### src/common/tcc_pkg.sv
// shared constants and types of the timer channel capture/compare block
`default_nettype none
package tcc_pkg;

   // ************************************************************
   // register map (byte wide, index = address)
   // ************************************************************
   localparam logic [1:0] TCC_ADDR_SC = 2'h0;
   localparam logic [1:0] TCC_ADDR_VH = 2'h1;
   localparam logic [1:0] TCC_ADDR_VL = 2'h2;

   // ************************************************************
   // channel_status_control field positions
   // ************************************************************
   localparam int TCC_FLAG_BIT = 7;
   localparam int TCC_IE_BIT   = 6;
   localparam int TCC_MSH_BIT  = 5;
   localparam int TCC_MSL_BIT  = 4;
   localparam int TCC_ELSH_BIT = 3;
   localparam int TCC_ELSL_BIT = 2;

   // ************************************************************
   // reset values and edge/level codes
   // ************************************************************
   localparam logic [15:0] TCC_VALUE_RESET = 16'h0000;
   localparam logic [7:0]  TCC_SC_RESET    = 8'h00;
   localparam logic [1:0]  TCC_ELS_OFF     = 2'h0;
   localparam logic [1:0]  TCC_ELS_01      = 2'h1;
   localparam logic [1:0]  TCC_ELS_10      = 2'h2;
   localparam logic [1:0]  TCC_ELS_11      = 2'h3;

   typedef enum logic [1:0]
   {
      TCC_MODE_CAPTURE,
      TCC_MODE_COMPARE,
      TCC_MODE_EPWM,
      TCC_MODE_CPWM
   } tcc_mode_t;

   // ************************************************************
   // helpers
   // ************************************************************
   function automatic tcc_mode_t tcc_mode_f(input logic cpwm,
                                            input logic msh,
                                            input logic msl);
      tcc_mode_t m;
      m = TCC_MODE_CAPTURE;
      if (cpwm)
         m = TCC_MODE_CPWM;
      else if (msh)
         m = TCC_MODE_EPWM;
      else if (msl)
         m = TCC_MODE_COMPARE;
      return m;
   endfunction

   // 0% duty at value zero, 100% once the value passes the modulo
   function automatic logic tcc_extreme_f(input logic [15:0] val,
                                          input logic [15:0] modulo);
      return (val == 16'h0000) || (val > modulo);
   endfunction

endpackage
`default_nettype wire

### src/tcc_pin_sync.sv
// three-stage pin synchroniser with agreement filter
`default_nettype none
`timescale 1ns/10ps
module tcc_pin_sync
   import tcc_pkg::*;
(
   input  wire logic i_clk,
   input  wire logic i_resetn,
   input  wire logic i_pin,
   output logic      o_level
);

   typedef struct packed
   {
      logic s1;
      logic s2;
      logic s3;
      logic level;
   } tcc_sync_t;

   tcc_sync_t st_r;
   tcc_sync_t st_nxt;

   // ************************************************************
   // next state
   // ************************************************************
   always_comb
   begin
      st_nxt    = st_r;
      st_nxt.s1 = i_pin;
      st_nxt.s2 = st_r.s1;
      st_nxt.s3 = st_r.s2;
      // s1 feeds only s2; a change counts once s2 and s3 agree
      if (st_r.s2 == st_r.s3)
         st_nxt.level = st_r.s3;
   end

   always_ff @(posedge i_clk or negedge i_resetn)
   begin
      if (!i_resetn)
         st_r <= '0;
      else
         st_r <= st_nxt;
   end

   assign o_level = st_r.level;

endmodule
`default_nettype wire

### src/tcc_channel.sv
// one capture/compare/pwm channel of the timer pwm unit
//
// Function
// - capture edge sets channel event flag
// - counter match sets flag in compare/PWM
// - no flag at 0% or 100% PWM
// - interrupt when flag and enable set
// - clear by flag read then zero write
// - new event cancels pending clear
// - writing one no effect; reset clears flag
// - bit 6 is interrupt enable, reset zero
// - mode select high gives edge PWM
// - mode select low: capture or compare
// - edge/level bits pick edge/level/polarity
// - edge/level 00 releases pin
// - capture codes rise, fall, both
// - compare codes toggle, clear, set
// - edge PWM 10 high-true, X1 low-true
// - center PWM polarity on up match
//
// Chosen here: the plain strobed port and the register offsets.
`default_nettype none
`timescale 1ns/10ps
module tcc_channel
   import tcc_pkg::*;
#(
   parameter int CNT_W = 16
)
(
   input  wire logic             i_clk,
   input  wire logic             i_resetn,
   input  wire logic [1:0]       i_addr,
   input  wire logic [7:0]       i_wdata,
   input  wire logic             i_wr,
   input  wire logic             i_rd,
   output logic      [7:0]       o_rdata,
   input  wire logic [CNT_W-1:0] i_counter,
   input  wire logic [CNT_W-1:0] i_modulo,
   input  wire logic             i_count_up,
   input  wire logic             i_center_pwm_select,
   input  wire logic             i_pin,
   output logic                  o_pin,
   output logic                  o_pin_oe,
   output logic                  o_irq
);

   // ************************************************************
   // elaboration check
   // ************************************************************
   if (CNT_W < 9 || CNT_W > 16)
   begin : g_bad_width
      $error("tcc_channel: CNT_W must lie in 9..16");
   end

   // ************************************************************
   // state
   // ************************************************************
   typedef struct packed
   {
      logic             flag;
      logic             ie;
      logic             msh;
      logic             msl;
      logic [1:0]       els;
      logic             armed;
      logic             pin_out;
      logic             match_prev;
      logic             lvl_prev;
      logic [CNT_W-1:0] val;
      logic [7:0]       rdata;
   } tcc_state_t;

   tcc_state_t  st_r;
   tcc_state_t  st_nxt;

   logic        lvl;
   logic        sc_rd;
   logic        sc_wr;
   logic        rise;
   logic        fall;
   logic        match_now;
   logic        match_evt;
   logic        capture_evt;
   logic        compare_evt;
   logic        event_any;
   logic        pwm_mode;
   logic        extreme;
   logic        active_lvl;
   logic [15:0] val_ext;
   tcc_mode_t   mode;

   // ************************************************************
   // pin synchroniser
   // ************************************************************
   tcc_pin_sync u_sync
   (
      .i_clk    (i_clk),
      .i_resetn (i_resetn),
      .i_pin    (i_pin),
      .o_level  (lvl)
   );

   // ************************************************************
   // decode and events
   // ************************************************************
   // mode from center select and the two mode select bits
   assign mode = tcc_mode_f(i_center_pwm_select, st_r.msh, st_r.msl);

   assign pwm_mode  = (mode == TCC_MODE_EPWM) || (mode == TCC_MODE_CPWM);
   assign val_ext   = 16'(st_r.val);
   assign extreme   = tcc_extreme_f(val_ext, 16'(i_modulo));

   assign sc_rd = i_rd && (i_addr == TCC_ADDR_SC);
   assign sc_wr = i_wr && (i_addr == TCC_ADDR_SC);

   // edge on the filtered level only
   assign rise = lvl && !st_r.lvl_prev;
   assign fall = !lvl && st_r.lvl_prev;

   // capture edge choice per code, nothing at 00
   assign capture_evt = (mode == TCC_MODE_CAPTURE)
                        && ((st_r.els[0] && rise) || (st_r.els[1] && fall));

   // a match counts once, on the first cycle of equality
   assign match_now   = (i_counter == st_r.val);
   assign match_evt   = match_now && !st_r.match_prev;
   assign compare_evt = (mode != TCC_MODE_CAPTURE) && match_evt
                        && !(pwm_mode && extreme);

   assign event_any = capture_evt || compare_evt;

   // high-true for code 10, low-true for X1
   assign active_lvl = (st_r.els == TCC_ELS_10);

   // ************************************************************
   // next state
   // ************************************************************
   always_comb
   begin
      st_nxt            = st_r;
      st_nxt.match_prev = match_now;
      st_nxt.lvl_prev   = lvl;
      st_nxt.rdata      = 8'h00;

      // register reads, answered one cycle later
      if (i_rd)
      begin
         unique case (i_addr)
            TCC_ADDR_SC:
               st_nxt.rdata = {st_r.flag, st_r.ie, st_r.msh, st_r.msl,
                               st_r.els, 2'h0};
            TCC_ADDR_VH:
               st_nxt.rdata = val_ext[15:8];
            TCC_ADDR_VL:
               st_nxt.rdata = val_ext[7:0];
            default:
               st_nxt.rdata = 8'h00;
         endcase
      end

      // a read of a set flag arms the clear
      if (sc_rd && st_r.flag)
         st_nxt.armed = 1'b1;

      if (sc_wr)
      begin
         st_nxt.ie  = i_wdata[TCC_IE_BIT];
         st_nxt.msh = i_wdata[TCC_MSH_BIT];
         st_nxt.msl = i_wdata[TCC_MSL_BIT];
         st_nxt.els = {i_wdata[TCC_ELSH_BIT], i_wdata[TCC_ELSL_BIT]};
         // writing one leaves the flag alone
         if (!i_wdata[TCC_FLAG_BIT] && st_r.armed)
            st_nxt.flag = 1'b0;
         st_nxt.armed = 1'b0;
      end

      if (i_wr && (i_addr == TCC_ADDR_VH))
         st_nxt.val = CNT_W'({i_wdata, val_ext[7:0]});
      if (i_wr && (i_addr == TCC_ADDR_VL))
         st_nxt.val = CNT_W'({val_ext[15:8], i_wdata});

      // capture beats a same-cycle software write of the value
      if (capture_evt)
         st_nxt.val = i_counter;

      // set wins over clear and drops any pending arm
      if (event_any)
      begin
         st_nxt.flag  = 1'b1;
         st_nxt.armed = 1'b0;
      end

      // pin output per mode
      unique case (mode)
         TCC_MODE_CAPTURE:
            st_nxt.pin_out = st_r.pin_out;
         TCC_MODE_COMPARE:
         begin
            if (match_evt)
            begin
               unique case (st_r.els)
                  TCC_ELS_01: st_nxt.pin_out = !st_r.pin_out;
                  TCC_ELS_10: st_nxt.pin_out = 1'b0;
                  TCC_ELS_11: st_nxt.pin_out = 1'b1;
                  TCC_ELS_OFF: st_nxt.pin_out = st_r.pin_out;
               endcase
            end
         end
         TCC_MODE_EPWM:
         begin
            if (val_ext == 16'h0000)
               st_nxt.pin_out = !active_lvl;
            else if (extreme)
               st_nxt.pin_out = active_lvl;
            else if (match_now)
               st_nxt.pin_out = !active_lvl;
            else if (i_counter == '0)
               st_nxt.pin_out = active_lvl;
         end
         TCC_MODE_CPWM:
         begin
            if (val_ext == 16'h0000)
               st_nxt.pin_out = !active_lvl;
            else if (extreme)
               st_nxt.pin_out = active_lvl;
            else if (match_evt)
               st_nxt.pin_out = i_count_up ? !active_lvl : active_lvl;
         end
      endcase
   end

   // ************************************************************
   // registers
   // ************************************************************
   always_ff @(posedge i_clk or negedge i_resetn)
   begin
      if (!i_resetn)
         st_r <= '0;
      else
         st_r <= st_nxt;
   end

   // ************************************************************
   // outputs
   // ************************************************************
   assign o_rdata = st_r.rdata;
   assign o_pin   = st_r.pin_out;
   // capture never drives; 00 hands the pin back to general I/O
   assign o_pin_oe = (mode != TCC_MODE_CAPTURE) && (st_r.els != TCC_ELS_OFF);
   assign o_irq    = st_r.flag && st_r.ie;
endmodule
`default_nettype wire

### config.mk
export PLATFORM = sky130hd
export DESIGN_NAME = tcc_channel
export DESIGN_NICKNAME = d
export VERILOG_FILES = /design/src/common/tcc_pkg.sv /design/src/tcc_pin_sync.sv /design/src/tcc_channel.sv
export SDC_FILE = /design/constraint.sdc
export NUM_CORES = 1
export LEC_CHECK = 0
export BUFFER_PORTS_ARGS = -buffer_cell sky130_fd_sc_hd__buf_2
export CORE_MARGIN = 10
export CORE_UTILIZATION = 49
export DETAILED_ROUTE_END_ITERATION = 7
export GPL_TIMING_DRIVEN = 0
export PLACE_DENSITY = 0.79
export SETUP_SLACK_MARGIN = 0.3
export SLEW_MARGIN = 40
export SYNTH_ARGS = -nofsm -noshare
export SYNTH_HDL_FRONTEND = slang
export SYNTH_SLANG_ARGS = --single-unit
### constraint.sdc
create_clock -name i_clk -period 1.94 [get_ports i_clk]
set_clock_uncertainty 0.05 [all_clocks]
set_input_delay 0.388 -clock i_clk [delete_from_list [all_inputs] [get_ports i_clk]]
set_output_delay 0.388 -clock i_clk [all_outputs]
set_load 0.05 [all_outputs]
* Word-level counts from Yosys, hierarchy flattened
Index checks and enable logic that the tools add are counted.
** Word-level totals
- Bits in registers :: 38
- Output and inout bits :: 11
- Word-level logic and storage cells :: 100
** Operators by class
- Magnitude comparators :: 1
- Eq/ne operators :: 15
- Muxes and demuxes :: 24
- Bitwise gates (word level) :: 1
- Reductions and logical operators :: 43
** Operators with widths (number)
- $mux W16 :: 3
- $logic_not A16 Y1 :: 2
- $pmux W8 S3 :: 1
- $logic_and A1 B1 Y1 :: 17
- $eq A16 B16 Y1 :: 1
- $gt A16 B16 Y1 :: 1
- $mux W1 :: 14
- $reduce_bool A2 Y1 :: 6
- $eq A2 B2 Y1 const B :: 5
- $mux W8 :: 1
- $logic_not A1 Y1 :: 7
- $mux W7 :: 1
- $eq A2 B1 Y1 const B :: 3
- $logic_not A2 Y1 :: 3
- $ne A2 B2 Y1 const B :: 3
- $pmux W1 S3 :: 2
- $ne A5 B3 Y1 const B :: 1
- $reduce_and A5 Y1 :: 1
- $logic_or A1 B1 Y1 :: 4
- $mux W2 :: 2
- $ne A4 B3 Y1 const B :: 1
- $reduce_and A2 Y1 :: 2
- $reduce_bool A3 Y1 :: 1
- $eq A1 B1 Y1 :: 1
- $not A1 Y1 :: 1

* Longest topological paths before layout
Gate-level depths: netlist of run 1.
- Depth after elaboration :: 11
- Mapped depth :: 9
- Mapped depth without buffers :: 9

* Hierarchy
Synthesis of run 1 repeated with hierarchy kept, for this count alone.
** Unflattened totals
- Cell total of the unflattened synthesis :: 271
- Area total of the unflattened synthesis :: 2512.4 µm²
** Modules (own cells, without submodules)
- tcc_channel :: instances 1, cells an instance 266, area an instance 2401.1 µm², sequential area each 850.8 µm²
- tcc_pin_sync :: instances 1, cells an instance 5, area an instance 111.4 µm², sequential area each 100.1 µm²

* Worst setup path before layout of run 1
OpenSTA, ideal clock, no wires.
- Kind :: reg2reg
- From :: register st_r, in the netlist val_ext[15]
- To :: register st_r[33] (netlist name)
- Library setup time :: 118 ps
- Arrival :: 1894 ps
- Data required time :: 1772 ps
- Path slack :: -122 ps
- Stages on the path, launching flop included :: 9
- Buffers on the path :: 0
- Path through :: dfrtp_1 > ha_1 > nand4_4 > nor3_2 > a21bo_1 > a31o_2 > a31oi_1 > o31ai_1 > a21o_1
** On the way
- Cells in the longest elaborated chain, start to end :: 8
- Elaborated cells between the ends (all ways) :: 14
** Ends and longest elaborated chain
- start: declaration :: RTL line tcc_channel.sv:73 : tcc_state_t st_r;
- start signal: assignment :: RTL line tcc_channel.sv:240 : st_r <= st_nxt;
- $gt A16 B16 Y1 / $logic_not A16 Y1 (equally long branches) :: RTL line tcc_pkg.sv:60 : return (val == 16'h0000) || (val > modulo);
- $logic_or A1 B1 Y1 :: RTL line tcc_pkg.sv:60
- $logic_and A1 B1 Y1 :: RTL line tcc_channel.sv:128 : && !(pwm_mode && extreme);
- $logic_not A1 Y1 :: RTL line tcc_channel.sv:128
- $logic_and A1 B1 Y1 (*) :: RTL line tcc_channel.sv:128
- $logic_or A1 B1 Y1 (*) :: RTL line tcc_channel.sv:130 : assign event_any = capture_evt || compare_evt;
- $reduce_bool A2 Y1 (no source line)
- $reduce_and A2 Y1 (no source line)
Every way passes the cells marked *; elsewhere a longest branch is shown, timed or not.
A chain may end at the register's enable or synchronous reset.

* Final worst setup path of run 1
- From :: register st_r, in the netlist val_ext[14]
- To :: register st_r[33] (netlist name)
The elaborated chain is that of the path after synthesis.

==> results of run 1 <==
-- metrics by stage --
stage               hold slack, ns  TNS [ns]  setup WS [ns]  cell area, sq um  total power, uW
CTS                          0.153    -0.540         -0.191              3320             3450
detailed placement           0.286     -3.53         -0.519              3000             2540
global placement             0.294     -3.30         -0.469              3000             2500
floorplan                   0.0424    -0.221         -0.102              2620             2150
global route                0.0190    -0.947         -0.347              3400             3770
finish                    -0.00966    -0.698         -0.258              3400             3560
-- cell families after synthesis --
family | after synthesis | share of synthesized area, %
AOI/OAI and AO/OA | 53 | 12.5
xor gates and xnor gates | 16 | 5.54
adders and majority gates | 17 | 8.31
buffers and inverters | 35 | 6.43
DFF | 38 | 37.6
muxes | 26 | 10.5
and+or+nand+nor | 87 | 19.1
-- layout by cell type (no fill, tap or decap), types with 3 or more instances in the layout --
cell and n:
buf_2 57, nand2_1 31, buf_4 28, dfrtp_1 26, mux2i_1 22, inv_1 19, xor2_1 16, o21ai_0 15
dfrtp_2 12, o21ai_1 11, ha_4 10, and2_1 8, nor2_1 7, nor4_1 7, nor2b_1 6, nor4_2 6
ha_1 6, nand4_1 5, a21oi_1 5, clkbuf_8 5, a31oi_1 4, nor3_2 4, mux2_2 4, clkbuf_2 3
a21oi_2 3, nand3_1 3
-- routing by layer --
metal | wire, um | share of wire, %
met5 | 0 | 0
met4 | 229 | 3.1
met3 | 610 | 8.2
met2 | 3440 | 46
met1 | 3210 | 43
-- final cells by class --
cell class	count	area, sq um
buffer	14	87.6
fill	390	1640
inverter	21	78.8
clock buffer	5	68.8
sequential	38	966
clock inverter	3	40.0
tap	70	87.6
timing repair buffer	76	430
multi-input combinational	199	1640
-- state kept, by name (all words and copies together) (netlist names) --
signal,flops
u_sync.o_level,1
val_ext,16
o_pin,1
u_sync.st_r,1
st_r,9
u_sync.st_nxt,2
o_rdata,8
-- worst paths after layout --
check,slack (ns),endpoint,from,cells after the start
hold reg to reg,0.31,u_sync.st_nxt[1],u_sync.st_nxt[2],0
hold / removal,-0.01,u_sync.st_nxt[2],i_resetn,1
min in group i_clk,0.15,u_sync.st_nxt[2],i_pin,1
setup reg to reg,-0.26,st_r[33],val_ext[14],8
setup / recovery,-0.26,st_r[33],val_ext[14],8
max in group asynchronous,1.49,val_ext[14],i_resetn,1
-- where the power goes --
| part | internal [uW] | switching (uW) | total (uW) | leakage, uW |
|---|---|---|---|---|
| Combinational | 749 | 854 | 1600 | 0.00111 |
| Sequential | 1000 | 292 | 1290 | 0.000452 |
| Clock | 378 | 290 | 669 | 0.0000579 |
| Total | 2130 | 1440 | 3560 | 0.00162 |
-- what timing repair did --
action,4_1_cts,5_1_grt
hold buffers,0,0
pin swaps,3,6
setup buffers,15,3
setup endpoints to repair,20,21
resized for setup,27,9
==> flow_metrics.py, run 1 <==
metrics = {
    "clock_tree": {
        "numCtsBuffers": 5,
        "clock_tree.root_cell": "clkbuf_8",
        "clock_path_buffers": 2,
        "cts_sinks": 38,
        "cts_tree": "done",
        "path_clk_slew_ns": 0.08,
        "htree_levels": 2,
        "clk_latency_ns": 0.30,
    },
    "placement": {
        "place_inst": 400,
        "portBuffers": 58,
        "dp_hpwl_mm": 5.29,
        "gp_congestion": 0.966,
    },
    "finish": {
        "final_nets": 420,
        "insertedDiodeCount": 0,
        "drive_gt1_share_pct": 41.0,
        "syn2layout_area_growth_pct": 34.5,
        "final_util_pct": 67.5,
        "fin_cells": 426,
    },
    "worst_setup_path": {
        "crit_slowest_cell": "dfrtp_2",
        "crit_type": "reg -> reg",
        "arrival_ns": 2.34,
        "max_stage_delay_ns": 0.47,
        "worst_setup_path_end_kind": "flop",
        "cp_num_buf_inv": 0,
        "crit_chain": "ha_4 -> nand4_4 -> nor3_2 -> a21bo_1 -> a31o_4 -> a31oi_2 -> o31ai_4 -> a21o_1",
        "startpoint_type": "flop",
        "crit_required_ns": 2.08,
        "critical_path.top_delay_family": "compound AO/OA/AOI/OAI gates",
        "cp_max_fo": 6,
    },
    "sta": {
        "rsz0062_at_grt": "yes",
        "final_hold_viol_count": 18,
        "hold_ws_ns": -0.00966,
        "post-route-min-period_ns": 2.20,
        "finalCritPeriodShare_pct": 113,
        "drv_slew": 0,
        "fmax_mhz": 455,
        "tightest_slew_ns": 0.519,
        "relSlewSlack_pct": 65.3,
        "fin_ws_ns": -0.258,
        "setup_violations": 3,
    },
    "grt": {
        "met3_usage_pct": 4.16,
        "busiest_layer": "met2",
        "grt_remaining_overflow": 0,
        "grt_pass1_vias": 2564,
        "met2_usage_pct": 27.8,
        "grt_pass1_wl_mm": 12.2,
        "grt_max_degree": 39,
        "track_usage_pct": 17.7,
        "met1_usage_pct": 22.5,
        "antenna_found_initial": 0,
    },
    "routing": {
        "drt-pass1-iter-count": 7,
        "post_drt_wl_per_cell_um": 17.6,
        "postRouteAntennaNets": 0,
        "drt_iter0_drc": 257,
        "drc_errors": 0,
        "viasPerCell": 5.80,
        "postRouteWirelength_mm": 7.48,
        "num_vias": 2472,
    },
    "run_status": {
        "violations": "hold timing, setup timing",
        "status": "complete, but fails checks",
    },
    "synth": {
        "ys_warn_count": 0,
        "ys_seq_elements": 38,
        "synth_top_cell_area_share_pct": 37.6,
        "yosysMostFrequentCell": "dfrtp_1",
        "ys.flop_type": "dfrtp_1",
        "ys_seq_area_share_pct": 37.6,
        "ys_top_cells_by_area": "dfrtp_1 (38%), mux2i_1 (8.7%), ha_1 (7.9%)",
        "synth-edff-count": 0,
        "synth_top_cell_by_area": "dfrtp_1",
        "synthesis.area_sq_mm": 0.00253,
        "syn_area_per_cell_sq_um": 9.30,
        "synthTopCellsByCount": "dfrtp_1 (38), nand2_1 (32), mux2i_1 (22), inv_1 (20)",
        "syn_nets": 337,
        "ys_types": 41,
        "postSynth.asyncResetShare_pct": 100,
        "postSynthCellCount": 272,
    },
    "die": {
        "initial_core_util_pct": 50.2,
        "io_pins": 60,
        "placementRows": 26,
        "die_h_um": 91.9,
        "dieArea_sq_mm": 0.00844,
        "die_w_um": 91.9,
        "core_sq_mm": 0.00504,
    },
    "power": {
        "ir_drop_v": 0.000678,
        "p_per_area_mw_per_mm2": 1050,
        "power.leakage_uw": 0.00162,
    },
    "min_path": {
        "hold_path.class": "in -> async",
    },
    "run": {
        "cap_violations": 0,
    },
}
Note: power is estimated with default switching activity, not from simulation.
==> run 2: changes to the inputs <==
--- a/config.mk
+++ b/config.mk
@@ -5,6 +5,7 @@
 export SDC_FILE = /design/constraint.sdc
 export NUM_CORES = 1
 export LEC_CHECK = 0
+export ABC_AREA = 1
 export BUFFER_PORTS_ARGS = -buffer_cell sky130_fd_sc_hd__buf_2
 export CORE_MARGIN = 10
 export CORE_UTILIZATION = 49
==> run 2 against run 1 <==
- the run ends with setup timing left
- synthesized cell count grew 33%
- largest power group unchanged
- register-to-register slack gained 0.17 ns
- synthesized area grew 2.4%
- core utilization grew 0.76 points
- cell area grew 2.4%
- clock power shrank 14%
- combinational power shrank 10%
- final cell count grew 23%
==> flow_metrics.py, run 2 <==
metrics = {
    "run_status": {
        "status": "complete, but fails checks",
        "violations": "setup timing",
    },
    "die": {
        "die_h_um": 92.7,
        "io_pins": 60,
        "dieArea_sq_mm": 0.00860,
        "die_w_um": 92.7,
        "initial_core_util_pct": 50.7,
        "core_sq_mm": 0.00511,
        "placementRows": 26,
    },
    "sta": {
        "relSlewSlack_pct": 67.0,
        "fmax_mhz": 492,
        "finalCritPeriodShare_pct": 105,
        "final_hold_viol_count": 0,
        "fin_tns_setup_ns": -0.0909,
        "tightest_slew_ns": 0.495,
        "rsz0062_at_grt": "yes",
        "post-route-min-period_ns": 2.03,
        "fin_ws_ns": -0.0909,
        "setup_violations": 1,
        "drv_slew": 0,
    },
    "power": {
        "ir_drop_v": 0.000541,
        "power.switching_uw": 1320,
        "p_int_uw": 1840,
        "power_frac_seq_pct": 36.0,
        "p_per_area_mw_per_mm2": 906,
        "switching_share_pct": 41.7,
        "p_comb_share_pct": 45.7,
        "p_clk_share_pct": 18.3,
        "power.leakage_uw": 0.00186,
    },
    "synth": {
        "ys.flop_type": "dfrtp_1",
        "syn_area_per_cell_sq_um": 7.16,
        "synth_top_cell_by_area": "dfrtp_1",
        "postSynthCellCount": 362,
        "synthesis.area_sq_mm": 0.00259,
        "yosysMostFrequentCell": "nand2_1",
        "ys_seq_area_share_pct": 36.7,
        "ys_top_cells_by_area": "dfrtp_1 (37%), nand2_1 (15%), inv_1 (9.9%)",
        "synth_compound_area_share_pct": 11.5,
        "synth_top_family_by_area": "simple AND/OR/NAND/NOR gates",
        "ys_seq_elements": 38,
        "ys_warn_count": 0,
        "muxShareOfSynthArea_pct": 0,
        "synth-edff-count": 0,
        "syn_nets": 427,
        "ys_types": 28,
        "synth_xor_xnor_area_share_pct": 0.338,
        "postSynth.asyncResetShare_pct": 100,
        "synthTopCellsByCount": "nand2_1 (105), inv_1 (68), dfrtp_1 (38), nor2_1 (25), nand3_1 (20)",
        "synth_fa_ha_area_share_pct": 8.11,
        "synth-simple-area-share_pct": 30.2,
        "synth_top_cell_area_share_pct": 36.7,
    },
    "finish": {
        "register_area_sq_um": 963,
        "final_common_cell": "nand2_1",
        "drive_gt1_share_pct": 34.7,
        "syn2layout_area_growth_pct": 34.5,
        "postLayoutCellArea_sq_mm": 0.00348,
        "final_nets": 519,
        "final_cell_mix": "nand2_1 (98), inv_1 (66), buf_2 (57)",
        "multi_input_area_sq_mm": 0.00148,
        "final_util_pct": 68.2,
        "largest_reg_flops": 16,
        "fill_cells": 413,
        "insertedDiodeCount": 0,
    },
    "routing": {
        "post_drt_wl_per_cell_um": 16.3,
        "viasPerCell": 5.48,
        "drt-pass1-iter-count": 5,
        "num_vias": 2876,
        "drt_iter0_drc": 407,
        "postRouteAntennaNets": 0,
        "drc_errors": 0,
        "postRouteWirelength_mm": 8.55,
    },
    "placement": {
        "gp_congestion": 0.903,
        "placed_area_sq_mm": 0.00298,
        "dp_hpwl_mm": 5.96,
        "pre_cts_ws_ns": -0.0897,
        "portBuffers": 59,
    },
    "clock_tree": {
        "numCtsBuffers": 5,
        "htree_levels": 2,
        "clk_latency_ns": 0.29,
        "clock_tree.root_cell": "clkbuf_8",
        "cts_hold_buf": 0,
        "cts_sinks": 38,
        "cts_tree": "done",
        "clock_path_buffers": 2,
        "path_clk_slew_ns": 0.08,
    },
    "worst_setup_path": {
        "crit_required_ns": 2.08,
        "crit_type": "reg -> reg",
        "startpoint_type": "flop",
        "cp_max_fo": 4,
        "worst_setup_path_end_kind": "flop",
        "arrival_ns": 2.17,
    },
    "grt": {
        "track_usage_pct": 18.8,
        "busiest_layer": "met2",
        "grt_pass1_wl_mm": 13.1,
        "met2_usage_pct": 32.9,
        "grt_max_degree": 39,
        "met1_usage_pct": 22.6,
        "antenna_found_initial": 0,
        "met3_usage_pct": 4.12,
        "grt_pass1_vias": 2703,
        "grt_remaining_overflow": 0,
    },
    "run": {
        "cap_violations": 0,
    },
    "min_path": {
        "hold_path.class": "in -> async",
    },
}
[run 2: routing by layer]
| layer | share of wire [%] | vias to the layer above |
|---|---|---|
| met3 | 8.3 | 34 |
| met2 | 48 | 158 |
| li1 | - | 1353 |
| met4 | 3.3 | 0 |
| met5 | 0 | - |
| met1 | 41 | 1331 |
[run 2: cell families after synthesis]
logic type / Yosys count
fa+ha+maj: 17
flops: 38
xor+xnor: 1
buf+inv: 83
simple gates: 179
compound gates: 44
[run 2: path summary, 6_finish.rpt]
path	slack (ns)	to	startpoint	cells after the start
worst max-delay path	-0.09	o_pin	val_ext[14]	14
worst min-delay path	0.005	o_rdata[4]	i_resetn	1
worst max register to register	-0.09	o_pin	val_ext[14]	14
worst min register to register	0.32	u_sync.st_nxt[1]	u_sync.st_nxt[2]	0
max in group asynchronous	1.46	val_ext[9]	i_resetn	1
min in group i_clk	0.14	u_sync.st_nxt[2]	i_pin	1
[run 2: worst max-delay path, stage by stage, from the launching register on]
cell and delay (ns):
dfrtp_2 0.44, ha_1 0.29, nand2_2 0.07, o21ai_0 0.30, a21oi_2 0.06, nand2_1 0.09, nand2_2 0.11, nand2_2 0.09
nand2_1 0.05, nand2_1 0.06, nand2_1 0.06, nand2_1 0.08, nand2_2 0.05, nor2_2 0.08, nor2_1 0.05
[run 2: power by group through the flow]
| stage | combinational [uW] | clock (uW) | sequential, uW |
|---|---|---|---|
| 5_1_grt | 1580 | 618 | 1150 |
| 3_3_place_gp | 1020 | 0 | 1170 |
| 3_5_place_dp | 1060 | 0 | 1170 |
| 4_1_cts | 1230 | 586 | 1130 |
| 2_1_floorplan | 754 | 0 | 1130 |
| 6_report | 1440 | 577 | 1140 |
[run 2: stage by stage]
step,power [uW],hold slack (ns),instances
finish,3160,0.00541,525
detailed placement,2230,0.299,491
global route,3350,0.0328,525
floorplan,1880,0.0424,362
global placement,2190,0.281,491
CTS,2950,0.0247,511
[run 2: area by class of cell]
cell class                      instances  share of cell area, %
Clock buffer                            6                   2.37
Clock inverter                          2                  0.359
Sequential cell                        38                   27.6
Tap cell                               70                   2.51
Timing Repair Buffer                   85                   14.6
Inverter                               74                   8.26
Multi-Input combinational cell        241                   42.3
Buffer                                  9                   1.87
[run 2: repair_timing]
item / 4_1_cts / 5_1_grt
buffers inserted: 12 / 14
gates resized for setup: 19 / 39
pin swaps: 8 / 16
setup endpoints to repair: 20 / 20
